[src/uhd_pkg.sv]
// Constants, state encodings and the state record of the serial port block.
// Assumes one system clock and a byte-wide processor register port.
// Functional notes
// - Two mode bits select 8 bit, odd parity, even parity or 9-bit data frames.
// - Sampling tick comes from dividing the system clock by the baud code plus one; bit is 16 ticks.
// - Three mid-bit samples; any disagreement sets noise for the rest of the character.
// - Receive and transmit buffers each hold two characters.
// - A received character that finds the receive buffer full sets overrun.
// - A stop bit sampled low marks the character with a framing error.
// - With discard set, characters with framing, parity or noise errors are dropped.
// - Receive interrupt is high while a character waits and falls once it is read.
// - Transmit interrupt is high while the transmit buffer has room, gated by its enable.
// - Hunt in 9-bit data mode ignores bytes until the ninth bit equals the match bit.
// - In 9-bit data mode control bit 7 is sent as the ninth bit.
// - Nothing is sent or received while the enable bit is clear.
// - A line held low yields one framing-error character per character time.
// - Status shows ninth bit, overrun, parity, framing, noise, room to send, data ready.
package uhd_pkg;
    localparam logic [15:0] A_TX = 16'hF114;
    localparam logic [15:0] A_CTRL = 16'hF116;
    localparam logic [15:0] A_BAUD_LO = 16'hF118;
    localparam logic [15:0] A_BAUD_HI = 16'hF119;
    localparam logic [15:0] A_RX = 16'hF21C;
    localparam logic [15:0] A_STAT = 16'hF21E;

    localparam logic [7:0] CTRL_RST = 8'h00;
    localparam logic [15:0] BAUD_RST = 16'h0000;

    localparam int C_MATCH = 2;
    localparam int C_DROP = 3;
    localparam int C_EN = 4;
    localparam int C_HUNT = 5;
    localparam int C_TXIE = 6;
    localparam int C_TX9 = 7;

    localparam logic [1:0] M_8N = 2'h0;
    localparam logic [1:0] M_ODD = 2'h1;
    localparam logic [1:0] M_EVEN = 2'h2;
    localparam logic [1:0] M_DATA = 2'h3;

    localparam logic [3:0] PH_S0 = 4'h7;
    localparam logic [3:0] PH_S1 = 4'h8;
    localparam logic [3:0] PH_S2 = 4'h9;
    localparam logic [3:0] PH_END = 4'hF;
    localparam logic [3:0] LAST8 = 4'h7;
    localparam logic [3:0] LAST9 = 4'h8;

    localparam int RE_B9 = 8;
    localparam int RE_PE = 9;
    localparam int RE_FE = 10;
    localparam int RE_NE = 11;
    localparam int RX_W = 12;
    localparam int TX_W = 8;
    localparam logic [1:0] FIFO_D = 2'h2;

    typedef enum logic [3:0] {
        RX_IDLE = 4'h1,
        RX_START = 4'h2,
        RX_DATA = 4'h4,
        RX_STOP = 4'h8
    } uhd_rx_e;

    typedef enum logic [3:0] {
        TX_IDLE = 4'h1,
        TX_START = 4'h2,
        TX_DATA = 4'h4,
        TX_STOP = 4'h8
    } uhd_tx_e;

    typedef struct packed {
        logic [7:0] ctrl;
        logic [15:0] baud;
        logic [7:0] rdata;
        logic [15:0] div;
        logic rx_s1;
        logic rx_s2;
        uhd_rx_e rx_st;
        logic [3:0] rx_ph;
        logic [3:0] rx_cnt;
        logic [8:0] rx_sh;
        logic [1:0] rx_smp;
        logic rx_ne;
        logic ovr;
        uhd_tx_e tx_st;
        logic [3:0] tx_ph;
        logic [3:0] tx_cnt;
        logic [8:0] tx_sh;
        logic tx_pin;
        logic rx_irq;
        logic tx_irq;
    } uhd_state_s;

    localparam uhd_state_s ST_RESET = '{
        ctrl: CTRL_RST,
        baud: BAUD_RST,
        rdata: 8'h00,
        div: 16'h0000,
        rx_s1: 1'b1,
        rx_s2: 1'b1,
        rx_st: RX_IDLE,
        rx_ph: 4'h0,
        rx_cnt: 4'h0,
        rx_sh: 9'h000,
        rx_smp: 2'h3,
        rx_ne: 1'b0,
        ovr: 1'b0,
        tx_st: TX_IDLE,
        tx_ph: 4'h0,
        tx_cnt: 4'h0,
        tx_sh: 9'h000,
        tx_pin: 1'b1,
        rx_irq: 1'b0,
        tx_irq: 1'b0
    };
endpackage

[src/uhd_fifo2.sv]
// Two-entry buffer with valid and ready on both sides; head comes from a register.
// Assumes both sides run on the same clock as the buffer.
`timescale 1ns/10ps
module uhd_fifo2 #(
    parameter int W = 8
) (
    // Clock and reset
    input wire logic sys_clk,
    input wire logic rst_n,
    // Fill side
    input wire logic in_valid,
    input wire logic [W-1:0] in_data,
    output logic in_ready,
    // Drain side
    output logic out_valid,
    output logic [W-1:0] out_data,
    input wire logic out_ready
);
    typedef struct packed {
        logic [1:0][W-1:0] mem;
        logic [1:0] cnt;
    } uhd_fifo_s;

    uhd_fifo_s st_r;
    uhd_fifo_s st_nxt;
    logic push;
    logic pop;
    logic [1:0] wr_at;

    // Entries shift toward slot 0 so the head is always a plain register.
    always_comb begin
        st_nxt = st_r;
        pop = (st_r.cnt != 2'h0) && out_ready;
        push = in_valid && (st_r.cnt != uhd_pkg::FIFO_D);
        wr_at = st_r.cnt;
        if (pop) begin
            for (int i = 0; i < 1; i++) begin
                st_nxt.mem[i] = st_r.mem[i + 1];
            end
            wr_at = st_r.cnt - 2'h1;
        end
        if (push) begin
            st_nxt.mem[wr_at[0]] = in_data;
        end
        st_nxt.cnt = st_r.cnt + {1'b0, push} - {1'b0, pop};
    end

    always_ff @(posedge sys_clk) begin
        if (!rst_n) begin
            st_r <= '0;
        end else begin
            st_r <= st_nxt;
        end
    end

    assign in_ready = st_r.cnt != uhd_pkg::FIFO_D;
    assign out_valid = st_r.cnt != 2'h0;
    assign out_data = st_r.mem[0];
endmodule

[src/uhd_uart.sv]
// Serial port with two-character buffers, error flags, discard and ninth-bit hunt.
// Assumes a byte-wide register port on the system clock; the line input is asynchronous.
`timescale 1ns/10ps
module uhd_uart (
    // Clock and reset
    input wire logic sys_clk,
    input wire logic rst_n,
    // Processor register port
    input wire logic [15:0] bus_addr,
    input wire logic bus_wr,
    input wire logic bus_rd,
    input wire logic [7:0] bus_wdata,
    output logic [7:0] bus_rdata,
    // Serial line
    input wire logic serial_rx,
    output logic serial_tx,
    // Interrupt requests
    output logic rx_irq,
    output logic tx_irq
);
    uhd_pkg::uhd_state_s st_r;
    uhd_pkg::uhd_state_s st_nxt;

    logic rxf_in_valid;
    logic rxf_in_ready;
    logic rxf_out_valid;
    logic rxf_pop;
    logic [uhd_pkg::RX_W-1:0] rxf_in_data;
    logic [uhd_pkg::RX_W-1:0] rxf_out_data;
    logic txf_push;
    logic txf_in_ready;
    logic txf_out_valid;
    logic txf_pop;
    logic [uhd_pkg::TX_W-1:0] txf_out_data;

    logic tick;
    logic en;
    logic hunt_on;
    logic smp_maj;
    logic smp_dis;
    logic dlv;
    logic dlv_drop;
    logic pe;
    logic fe;
    logic ne;
    logic rx_b9;
    logic tx9;
    logic [2:0] smp;
    logic [1:0] mode;
    logic [3:0] last_bit;
    logic [7:0] rx_byte;
    logic [7:0] stat;

    uhd_fifo2 #(
        .W(uhd_pkg::RX_W)
    ) u_rx_buf (
        .sys_clk(sys_clk),
        .rst_n(rst_n),
        .in_valid(rxf_in_valid),
        .in_data(rxf_in_data),
        .in_ready(rxf_in_ready),
        .out_valid(rxf_out_valid),
        .out_data(rxf_out_data),
        .out_ready(rxf_pop)
    );

    uhd_fifo2 #(
        .W(uhd_pkg::TX_W)
    ) u_tx_buf (
        .sys_clk(sys_clk),
        .rst_n(rst_n),
        .in_valid(txf_push),
        .in_data(bus_wdata),
        .in_ready(txf_in_ready),
        .out_valid(txf_out_valid),
        .out_data(txf_out_data),
        .out_ready(txf_pop)
    );

    always_comb begin
        st_nxt = st_r;
        mode = st_r.ctrl[1:0];
        en = st_r.ctrl[uhd_pkg::C_EN];
        hunt_on = st_r.ctrl[uhd_pkg::C_HUNT] && (mode == uhd_pkg::M_DATA);
        last_bit = (mode == uhd_pkg::M_8N) ? uhd_pkg::LAST8 : uhd_pkg::LAST9;

        // The divider counts 0..code, so the tick period is code + 1 clocks. Comparing with
        // greater-or-equal keeps a lowered code from waiting for the counter to wrap.
        tick = en && (st_r.div >= st_r.baud);
        st_nxt.div = (!en || tick) ? 16'h0000 : st_r.div + 16'h0001;

        smp = {st_r.rx_smp, st_r.rx_s2};
        smp_maj = (smp[0] & smp[1]) | (smp[0] & smp[2]) | (smp[1] & smp[2]);
        smp_dis = (smp != 3'h0) && (smp != 3'h7);
        rx_byte = (mode == uhd_pkg::M_8N) ? st_r.rx_sh[8:1] : st_r.rx_sh[7:0];
        rx_b9 = (mode == uhd_pkg::M_8N) ? 1'b0 : st_r.rx_sh[8];
        pe = ((mode == uhd_pkg::M_ODD) && (rx_b9 == ^rx_byte))
            || ((mode == uhd_pkg::M_EVEN) && (rx_b9 != ^rx_byte));
        fe = !smp_maj;
        ne = st_r.rx_ne || smp_dis;

        // A character is handed over at the stop bit's third mid-bit sample.
        dlv = tick && (st_r.rx_st == uhd_pkg::RX_STOP) && (st_r.rx_ph == uhd_pkg::PH_S2);
        dlv_drop = (st_r.ctrl[uhd_pkg::C_DROP] && (pe || fe || ne))
            || (hunt_on && (rx_b9 != st_r.ctrl[uhd_pkg::C_MATCH]));
        rxf_in_valid = dlv && !dlv_drop;
        rxf_in_data = {ne, fe, pe, rx_b9, rx_byte};
        rxf_pop = bus_rd && (bus_addr == uhd_pkg::A_RX);
        txf_push = bus_wr && (bus_addr == uhd_pkg::A_TX);
        txf_pop = 1'b0;

        case (mode)
            uhd_pkg::M_ODD: tx9 = ~^txf_out_data;
            uhd_pkg::M_EVEN: tx9 = ^txf_out_data;
            uhd_pkg::M_DATA: tx9 = st_r.ctrl[uhd_pkg::C_TX9];
            default: tx9 = 1'b0;
        endcase

        // Receive line synchroniser.
        st_nxt.rx_s1 = serial_rx;
        st_nxt.rx_s2 = st_r.rx_s1;

        if (tick) begin
            st_nxt.rx_ph = st_r.rx_ph + 4'h1;
            if (st_r.rx_ph == uhd_pkg::PH_S0 || st_r.rx_ph == uhd_pkg::PH_S1) begin
                st_nxt.rx_smp = {st_r.rx_smp[0], st_r.rx_s2};
            end
            case (st_r.rx_st)
                uhd_pkg::RX_IDLE: begin
                    st_nxt.rx_ph = 4'h0;
                    // A low level starts a character even without an edge, so a
                    // line stuck low produces one character per character time.
                    if (!st_r.rx_s2) begin
                        st_nxt.rx_st = uhd_pkg::RX_START;
                        st_nxt.rx_ne = 1'b0;
                    end
                end
                uhd_pkg::RX_START: begin
                    if (st_r.rx_ph == uhd_pkg::PH_S2) begin
                        if (smp_maj) begin
                            st_nxt.rx_st = uhd_pkg::RX_IDLE;
                        end else begin
                            st_nxt.rx_ne = ne;
                        end
                    end
                    if (st_r.rx_ph == uhd_pkg::PH_END) begin
                        st_nxt.rx_st = uhd_pkg::RX_DATA;
                        st_nxt.rx_cnt = 4'h0;
                    end
                end
                uhd_pkg::RX_DATA: begin
                    if (st_r.rx_ph == uhd_pkg::PH_S2) begin
                        st_nxt.rx_sh = {smp_maj, st_r.rx_sh[8:1]};
                        st_nxt.rx_ne = ne;
                    end
                    if (st_r.rx_ph == uhd_pkg::PH_END) begin
                        st_nxt.rx_cnt = st_r.rx_cnt + 4'h1;
                        if (st_r.rx_cnt == last_bit) begin
                            st_nxt.rx_st = uhd_pkg::RX_STOP;
                        end
                    end
                end
                uhd_pkg::RX_STOP: begin
                    if (st_r.rx_ph == uhd_pkg::PH_S2) begin
                        st_nxt.rx_ne = ne;
                    end
                    // The whole stop bit is waited out before looking for a start.
                    if (st_r.rx_ph == uhd_pkg::PH_END) begin
                        st_nxt.rx_st = uhd_pkg::RX_IDLE;
                    end
                end
                default: begin
                    st_nxt.rx_st = uhd_pkg::RX_IDLE;
                end
            endcase
        end

        // Overrun clears when software reads a character, but a new overrun wins.
        if (rxf_pop) begin
            st_nxt.ovr = 1'b0;
        end
        if (rxf_in_valid && !rxf_in_ready) begin
            st_nxt.ovr = 1'b1;
        end
        // A matching byte ends the hunt so that the message body is received.
        if (dlv && hunt_on && (rx_b9 == st_r.ctrl[uhd_pkg::C_MATCH])) begin
            st_nxt.ctrl[uhd_pkg::C_HUNT] = 1'b0;
        end

        case (st_r.tx_st)
            uhd_pkg::TX_IDLE: begin
                st_nxt.tx_pin = 1'b1;
                if (en && txf_out_valid) begin
                    txf_pop = 1'b1;
                    st_nxt.tx_st = uhd_pkg::TX_START;
                    st_nxt.tx_ph = 4'h0;
                    st_nxt.tx_pin = 1'b0;
                    st_nxt.tx_sh = {tx9, txf_out_data};
                end
            end
            uhd_pkg::TX_START: begin
                if (tick) begin
                    st_nxt.tx_ph = st_r.tx_ph + 4'h1;
                    if (st_r.tx_ph == uhd_pkg::PH_END) begin
                        st_nxt.tx_st = uhd_pkg::TX_DATA;
                        st_nxt.tx_cnt = 4'h0;
                        st_nxt.tx_pin = st_r.tx_sh[0];
                    end
                end
            end
            uhd_pkg::TX_DATA: begin
                if (tick) begin
                    st_nxt.tx_ph = st_r.tx_ph + 4'h1;
                    if (st_r.tx_ph == uhd_pkg::PH_END) begin
                        st_nxt.tx_sh = {1'b1, st_r.tx_sh[8:1]};
                        st_nxt.tx_cnt = st_r.tx_cnt + 4'h1;
                        if (st_r.tx_cnt == last_bit) begin
                            st_nxt.tx_st = uhd_pkg::TX_STOP;
                            st_nxt.tx_pin = 1'b1;
                        end else begin
                            st_nxt.tx_pin = st_r.tx_sh[1];
                        end
                    end
                end
            end
            uhd_pkg::TX_STOP: begin
                if (tick) begin
                    st_nxt.tx_ph = st_r.tx_ph + 4'h1;
                    if (st_r.tx_ph == uhd_pkg::PH_END) begin
                        st_nxt.tx_st = uhd_pkg::TX_IDLE;
                    end
                end
            end
            default: begin
                st_nxt.tx_st = uhd_pkg::TX_IDLE;
                st_nxt.tx_pin = 1'b1;
            end
        endcase

        // Disabling aborts any character in flight; buffered data is kept.
        if (!en) begin
            st_nxt.rx_st = uhd_pkg::RX_IDLE;
            st_nxt.rx_ph = 4'h0;
            st_nxt.tx_st = uhd_pkg::TX_IDLE;
            st_nxt.tx_pin = 1'b1;
        end

        st_nxt.rx_irq = rxf_out_valid;
        st_nxt.tx_irq = st_r.ctrl[uhd_pkg::C_TXIE] && txf_in_ready;

        stat = {1'b0,
            rxf_out_valid && rxf_out_data[uhd_pkg::RE_B9],
            st_r.ovr,
            rxf_out_valid && rxf_out_data[uhd_pkg::RE_PE],
            rxf_out_valid && rxf_out_data[uhd_pkg::RE_FE],
            rxf_out_valid && rxf_out_data[uhd_pkg::RE_NE],
            txf_in_ready,
            rxf_out_valid};

        st_nxt.rdata = 8'h00;
        if (bus_rd) begin
            case (bus_addr)
                uhd_pkg::A_CTRL: st_nxt.rdata = st_r.ctrl;
                uhd_pkg::A_STAT: st_nxt.rdata = stat;
                uhd_pkg::A_BAUD_LO: st_nxt.rdata = st_r.baud[7:0];
                uhd_pkg::A_BAUD_HI: st_nxt.rdata = st_r.baud[15:8];
                uhd_pkg::A_RX: st_nxt.rdata = rxf_out_data[7:0];
                default: st_nxt.rdata = 8'h00;
            endcase
        end

        // A software write to control overrides the hunt clear above.
        if (bus_wr) begin
            case (bus_addr)
                uhd_pkg::A_CTRL: st_nxt.ctrl = bus_wdata;
                uhd_pkg::A_BAUD_LO: st_nxt.baud[7:0] = bus_wdata;
                uhd_pkg::A_BAUD_HI: st_nxt.baud[15:8] = bus_wdata;
                default: st_nxt.baud = st_nxt.baud;
            endcase
        end
    end

    always_ff @(posedge sys_clk) begin
        if (!rst_n) begin
            st_r <= uhd_pkg::ST_RESET;
        end else begin
            st_r <= st_nxt;
        end
    end

    assign bus_rdata = st_r.rdata;
    assign serial_tx = st_r.tx_pin;
    assign rx_irq = st_r.rx_irq;
    assign tx_irq = st_r.tx_irq;
endmodule
[config.mk]
export PLATFORM = sky130hd
export DESIGN_NAME = uhd_uart
export DESIGN_NICKNAME = d
export VERILOG_FILES = /design/src/uhd_pkg.sv /design/src/uhd_fifo2.sv /design/src/uhd_uart.sv
export SDC_FILE = /design/constraint.sdc
export NUM_CORES = 1
export LEC_CHECK = 0
export BUFFER_PORTS_ARGS = -buffer_cell sky130_fd_sc_hd__buf_2
export CAP_MARGIN = 25
export CORE_ASPECT_RATIO = 2
export CORE_UTILIZATION = 50
export CTS_BUF_LIST = sky130_fd_sc_hd__clkbuf_16
export CTS_CLUSTER_SIZE = 16
export DETAILED_ROUTE_END_ITERATION = 12
export HOLD_SLACK_MARGIN = 0.03
export PLACE_DENSITY_LB_ADDON = 0.08
export SKIP_CTS_REPAIR_TIMING = 1
export SKIP_LAST_GASP = 1
export SLEW_MARGIN = 10
export SYNTH_ARGS = -nofsm -noshare
export SYNTH_HDL_FRONTEND = slang
export SYNTH_SLANG_ARGS = --single-unit
export TNS_END_PERCENT = 20
[constraint.sdc]
create_clock -name sys_clk -period 3.9 [get_ports sys_clk]
set_input_delay 0.195 -clock sys_clk [delete_from_list [all_inputs] [get_ports sys_clk]]
set_output_delay 0.195 -clock sys_clk [all_outputs]
set_load 0.02 [all_outputs]
[Word level (Yosys, flattened, before mapping)]
Index checks and enable logic that the tools add are counted.
Storage, ports and cells
  register bits: 143
  output and inout bits: 11
  word-level logic and storage cells: 230
Operators by class
  $add $sub $neg: 11
  magnitude comparators: 5
  eq/ne operators: 49
  mux-type cells: 62
  bitwise operators: 7
  reductions and logical operators: 68
Operators by type and width (count)
  equality test 16 bit, second input constant: 6
  2-to-1 mux 4 bit: 16
  2-to-1 mux 8 bit: 8
  2-to-1 mux 12 bit: 4
  case mux 4 bit (4 select lines): 3
  2-to-1 mux 22 bit: 2
  case mux 8 bit (5 select lines): 1
  inequality test 2 bit, second input constant: 16
  logical AND 1 bit: 27
  bitwise mux 24 bit: 1
  equality test 4 bit, second input constant: 6
  case mux 9 bit (2 select lines): 1
  adder 16 x 1 -> 16 bit, second input constant: 1
  adder 4 x 1 -> 4 bit, second input constant: 4
  bitwise mux 16 bit: 1
  greater-or-equal comparator 16 bit: 1
  case mux 4 bit (2 select lines): 2
  parity 8 bit: 2
  2-to-1 mux 1 bit: 15
  AND reduction 5 bit: 3
  2-to-1 mux 14 bit: 1
  demux 12 bit (select 1 bit): 1
  equality test 4 x 3 -> 1 bit, second input constant: 3
  AND reduction 2 bit: 6
  35 further kinds: 71

[Longest topological paths before layout]
  word-level depth: 15
  mapped depth: 13

[Modules after synthesis]
Synthesis repeated with hierarchy kept, for this count alone.
Second synthesis, totals
  cells, all modules: 908
  area total of the unflattened synthesis: 7692.4 um^2
By module, submodules not included
  uhd_uart: times used 1, cells an instance 647, area an instance 5471.5 um^2, seq. area each 1981.9 um^2
  uhd_fifo2 (u_rx_buf): times used 1, cells an instance 153, area an instance 1300.0 um^2, seq. area each 520.5 um^2
  uhd_fifo2 (u_tx_buf): times used 1, cells an instance 108, area an instance 920.9 um^2, seq. area each 360.3 um^2

[Least setup slack after synthesis]
Ideal clock, no wire load.
  path type: input-to-reg
  start point: input bus_addr[5]
  end point: register u_rx_buf.st_r[23] in the netlist's numbering
  setup time: 128 ps
  arrival time: 2761 ps
  data required time: 3772 ps
  path slack: 1011 ps
  cell stages on the path: 13
  path through: nor4b_1 -> nand4bb_1 -> nor2_1 -> clkbuf_1 -> nand3b_1 -> clkbuf_1 -> inv_1 -> ha_1 -> inv_1 -> ha_1 -> clkbuf_1 -> mux2i_1 -> nor2_1
Between the ends
  longest elaborated chain between the ends: 9
  elaborated cells on any way between the ends: 10
  classes of those cells: order compare (2); eq/ne (1); mux (4); reduce/logical (3)
Ends and longest elaborated chain
  from (decl): line uhd_uart.sv:9  | input wire logic [15:0] bus_addr,
  equality test 16 bit (*): line uhd_uart.sv:108  | rxf_pop = bus_rd && (bus_addr == uhd_pkg::A_RX);
  logical AND 1 bit (*): line uhd_uart.sv:108
  logical AND 1 bit (*): line uhd_fifo2.sv:33  | pop = (st_r.cnt != 2'h0) && out_ready;
  2-to-1 mux 1 bit (*): line uhd_fifo2.sv:36  | if (pop) begin
  less-than comparator 1 x 2 -> 1 bit (not written as such) or greater-or-equal comparator 1 bit (tied branches): line uhd_fifo2.sv:43  | st_nxt.mem[wr_at[0]] = in_data;
  logical AND 1 bit (not written as such): line uhd_fifo2.sv:43
  2-to-1 mux 12 bit (not written as such): line uhd_fifo2.sv:43
  demux 12 bit (select 1 bit) (*)
  bitwise mux 24 bit (*): line uhd_fifo2.sv:43
  to (signal assigned): line uhd_fifo2.sv:52  | st_r <= st_nxt;
  to (decl): line uhd_fifo2.sv:24  | uhd_fifo_s st_r;
Mark *: on every way between the ends. The rest lies on a longest branch, timed or not.
A chain may end at the register's enable or synchronous reset.

[Worst setup path in the final report]
  start point: register st_r[85] in the netlist's numbering
  end point: register u_rx_buf.st_r[23] in the netlist's numbering
Between the ends
  longest elaborated chain between the ends: 6
Ends and longest elaborated chain
  from (decl): line uhd_uart.sv:21  | uhd_pkg::uhd_state_s st_r;
  from (signal assigned): line uhd_uart.sv:285  | st_r <= uhd_pkg::ST_RESET;
  from (signal assigned): line uhd_uart.sv:287  | st_r <= st_nxt;
  greater-or-equal comparator 16 bit: line uhd_uart.sv:89  | tick = en && (st_r.div >= st_r.baud);
  logical AND 1 bit: line uhd_uart.sv:89
  logical AND 1 bit (2 in a row): line uhd_uart.sv:103  | dlv = tick && (st_r.rx_st == uhd_pkg::RX_STOP) && (st_r.rx_ph == uhd_pkg::PH_S2);
  logical AND 1 bit: line uhd_uart.sv:106  | rxf_in_valid = dlv && !dlv_drop;
  logical AND 1 bit: line uhd_fifo2.sv:34  | push = in_valid && (st_r.cnt != uhd_pkg::FIFO_D);
No other way between the ends.

==> metrics.txt <==
worst-path maximum fanout 24; share of cells above drive strength 1 12.4%; Async SR Flop Fraction 0%; vias per cell 5.73; Synth Register Bits 143; CP peak stage delay 0.78 ns; initial DRC count 306; Final Worst Setup Slack 0.530 ns; clock skew 0.0123 ns; Filler Cells Inserted 1,292; RSZ-0062 raised after global routing false; Ports 40; Post-synth EDFFs 0; antenna-violating nets left 0; routed vias 6,118; pin count of the biggest net entering global routing 55; Max Slew Vio Count 0; TritonCTS clock tree built; required time of the critical path 4.17 ns; die width 86.8 µm; top-area cell type share of the netlist area 39.8%; Leak 0.00306 µW; Cells after Synth 845; area delta synth->final 12.1%; Hold Violations, Final 0; CTS HTree Levels 4; # Max-Cap Violations 0; final core occ 57.7%; syn nets 901; Final Cycle Share 86.4%; TritonCTS buffer count 17; setup TNS 0 ns; CP endpoint kind flip-flop; Die Y 172 µm; Net count, final 921; die area 14,900 µm²; Final Setup Violations 0; Hold WC Path Type input pin to flip-flop; worst-path cell chain inv_1 > ha_1 > nand4_1 > nor2_1 > o221ai_1 > a21oi_1 > nor2_1 > nor4_1 > ha_1 > mux2i_1 > nor2_1; Reg area 2860 µm²; yosys warns 0; crit path DAT 3.64 ns; drt total wl 18,300 µm; Worst Setup Start Kind flip-flop; synthesized area per cell 8.51 µm²; worst skew pair latency 0.42 ns; commonest register cell after synthesis dfxtp_1; post-route insts no fill 1,067; port bufs 39; Top delay family on crit path adder cells; DRC 0; outcome complete, no violations; Yosys top cell by area dfxtp_1; PD cells 379 nW/µm²; Fmax 0.297 GHz; IR drop worst, VDD 276 µV; critical path class flip-flop to flip-flop; dpl cells 1,034; first-pass GRT wire length 29,800 µm; Detailed Place HPWL 13,500 µm; Worst-Margin Slew 0.997 ns; number of global-route vias before repair 6,177; Tot GR Track Use 25.7%; slowest library cell on the worst path ha_1; CP most frequent cell nor2_1; Max clock buf depth 2; 1st-pass router iterations 7; Placer Congestion 0.868; clk sink count 143; Buf/Inv on CP 1; synthesized cell area 7190 µm²; Core ar. 14,000 µm²; multi-input logic area 3980 µm²; grt total ovfl 0; row count 61; fin crit period 3.37 ns; initial core utilization 51.5%; Reg clk slew, reported paths 0.06 ns; Area contributors post-synth dfxtp_1 40%, mux2i_1 6.5%, nor2_1 5.1%; register area share after synthesis 39.8%; Antenna Diode Count 0; dpl ws 0.539 ns; relative slew slack 33.5%; Avg WL per Cell 17.2 µm; initial antenna violation count 0; count of cell types in the netlist 66; Root Driver clkbuf_16
-- path summary, 6_finish.rpt --
check | slack (ns) | endpoint | from | depth (start not counted)
min | 0.05 | smp[0]$_SDFF_PN1_ | rst_n | 2
max | 0.53 | u_rx_buf.st_r[23]$_SDFFE_PN0P_ | st_r[85]$_SDFFE_PN0P_ | 11
min reg2reg | 0.40 | smp[0]$_SDFF_PN1_ | st_nxt[49]$_SDFF_PN1_ | 1
max reg2reg | 0.53 | u_rx_buf.st_r[23]$_SDFFE_PN0P_ | st_r[85]$_SDFFE_PN0P_ | 11
-- registers in the layout, summed over array words and instances, names as in the netlist --
register,flops
bus_rdata,8
en,1
mode,2
rx_irq,1
serial_tx,1
smp,3
st_nxt,1
st_r,81
tx_irq,1
u_rx_buf.out_data,12
u_rx_buf.st_r,14
u_tx_buf.out_data,8
u_tx_buf.st_r,10
-- worst reg2reg max path, stage by stage (launching register included) --
cell	delay [ns]
dfxtp_1	0.39
inv_1	0.06
ha_1	0.32
nand4_1	0.13
nor2_1	0.13
o221ai_1	0.21
a21oi_1	0.45
nor2_1	0.13
nor4_1	0.32
ha_1	0.78
mux2i_1	0.26
nor2_1	0.05
-- cells by family (layout without fill, tap and decap cells) --
family	Yosys count	in the layout	share of synthesized area, %
AND/OR/NAND/NOR	322	322	21.5
multiplexers	59	59	8.42
buffers and inverters	86	119	5.01
adder cells (fa/ha/maj)	28	28	4.84
AO/OA/AOI/OAI	170	170	15.7
flip-flops	143	143	39.8
XOR/XNOR	37	37	4.80
-- where the power goes --
| group | total [µW] | internal (µW) | leakage (µW) | switching, µW |
|---|---|---|---|---|
| registers | 1460 | 1460 | 0.00115 | 0.893 |
| clock network | 1530 | 832 | 0.000262 | 701 |
| logic | 60.3 | 18.2 | 0.00165 | 42.2 |
| total | 3060 | 2310 | 0.00306 | 744 |
-- per-stage QoR --
| stage | cell area, µm² | hold WS [ns] | total power, µW |
|---|---|---|---|
| after floorplan | 7190 | 0.296 | 1520 |
| after global placement | 7500 | 0.380 | 1550 |
| after detailed placement | 7500 | 0.388 | 1550 |
| after CTS | 8050 | -0.0386 | 3070 |
| after global routing | 8060 | 0.0667 | 3140 |
| final | 8060 | 0.0530 | 3060 |
-- area by class of cell --
class	instances	share of cell area [%]
clock buffer	17	5.28
tap	189	2.93
inverter	32	1.49
timing repair buffer	55	3.94
clock inverter	15	1.55
multi-input combinational	616	49.3
sequential	143	35.5
-- placed cells by master (no fill, tap or decap), types with 4 or more instances in the layout --
| cell | n |
|---|---|
| dfxtp_1 | 143 |
| nor2_1 | 98 |
| nand2_1 | 90 |
| a21oi_1 | 56 |
| nand3_1 | 47 |
| mux2i_1 | 47 |
| buf_2 | 39 |
| inv_1 | 31 |
| ha_1 | 27 |
| a22oi_1 | 21 |
| o21ai_0 | 20 |
| nand2b_1 | 19 |
| xnor2_1 | 18 |
| xor2_1 | 17 |
| clkbuf_16 | 17 |
| buf_4 | 15 |
| a211oi_1 | 12 |
| mux2_2 | 12 |
| and3_1 | 10 |
| o31ai_1 | 10 |
| o211ai_1 | 9 |
| a311oi_1 | 8 |
| nand4_1 | 7 |
| and2_1 | 7 |
| inv_6 | 7 |
| nor2b_1 | 6 |
| nor3_1 | 6 |
| o21a_1 | 5 |
| or3_1 | 5 |
| nor4b_1 | 4 |
| a31oi_1 | 4 |
-- cell usage after synthesis (4+ instances only) --
library cell and count:
dfxtp_1 143, nor2_1 98, nand2_1 90, a21oi_1 56, mux2i_1 47, nand3_1 47, clkbuf_1 44, inv_1 31
ha_1 27, a22oi_1 21, o21ai_0 20, nand2b_1 19, xnor2_1 18, xor2_1 17, a211oi_1 12, mux2_2 12
and3_1 10, o31ai_1 10, o211ai_1 9, a311oi_1 8, buf_4 8, and2_1 7, nand4_1 7, nor2b_1 6
nor3_1 6, o21a_1 5, or3_1 5, a31oi_1 4, nor4b_1 4
-- layer usage --
| metal | GRT usage [%] | vias to the layer above | share of wire, % |
|---|---|---|---|
| li1 | - | 3024 | - |
| met1 | 26.7 | 2939 | 39 |
| met2 | 48.8 | 127 | 55 |
| met3 | 4.13 | 28 | 3.0 |
| met4 | 12.0 | 0 | 3.4 |
| met5 | 0 | - | 0 |
Note: power is estimated with default switching activity, not from simulation.
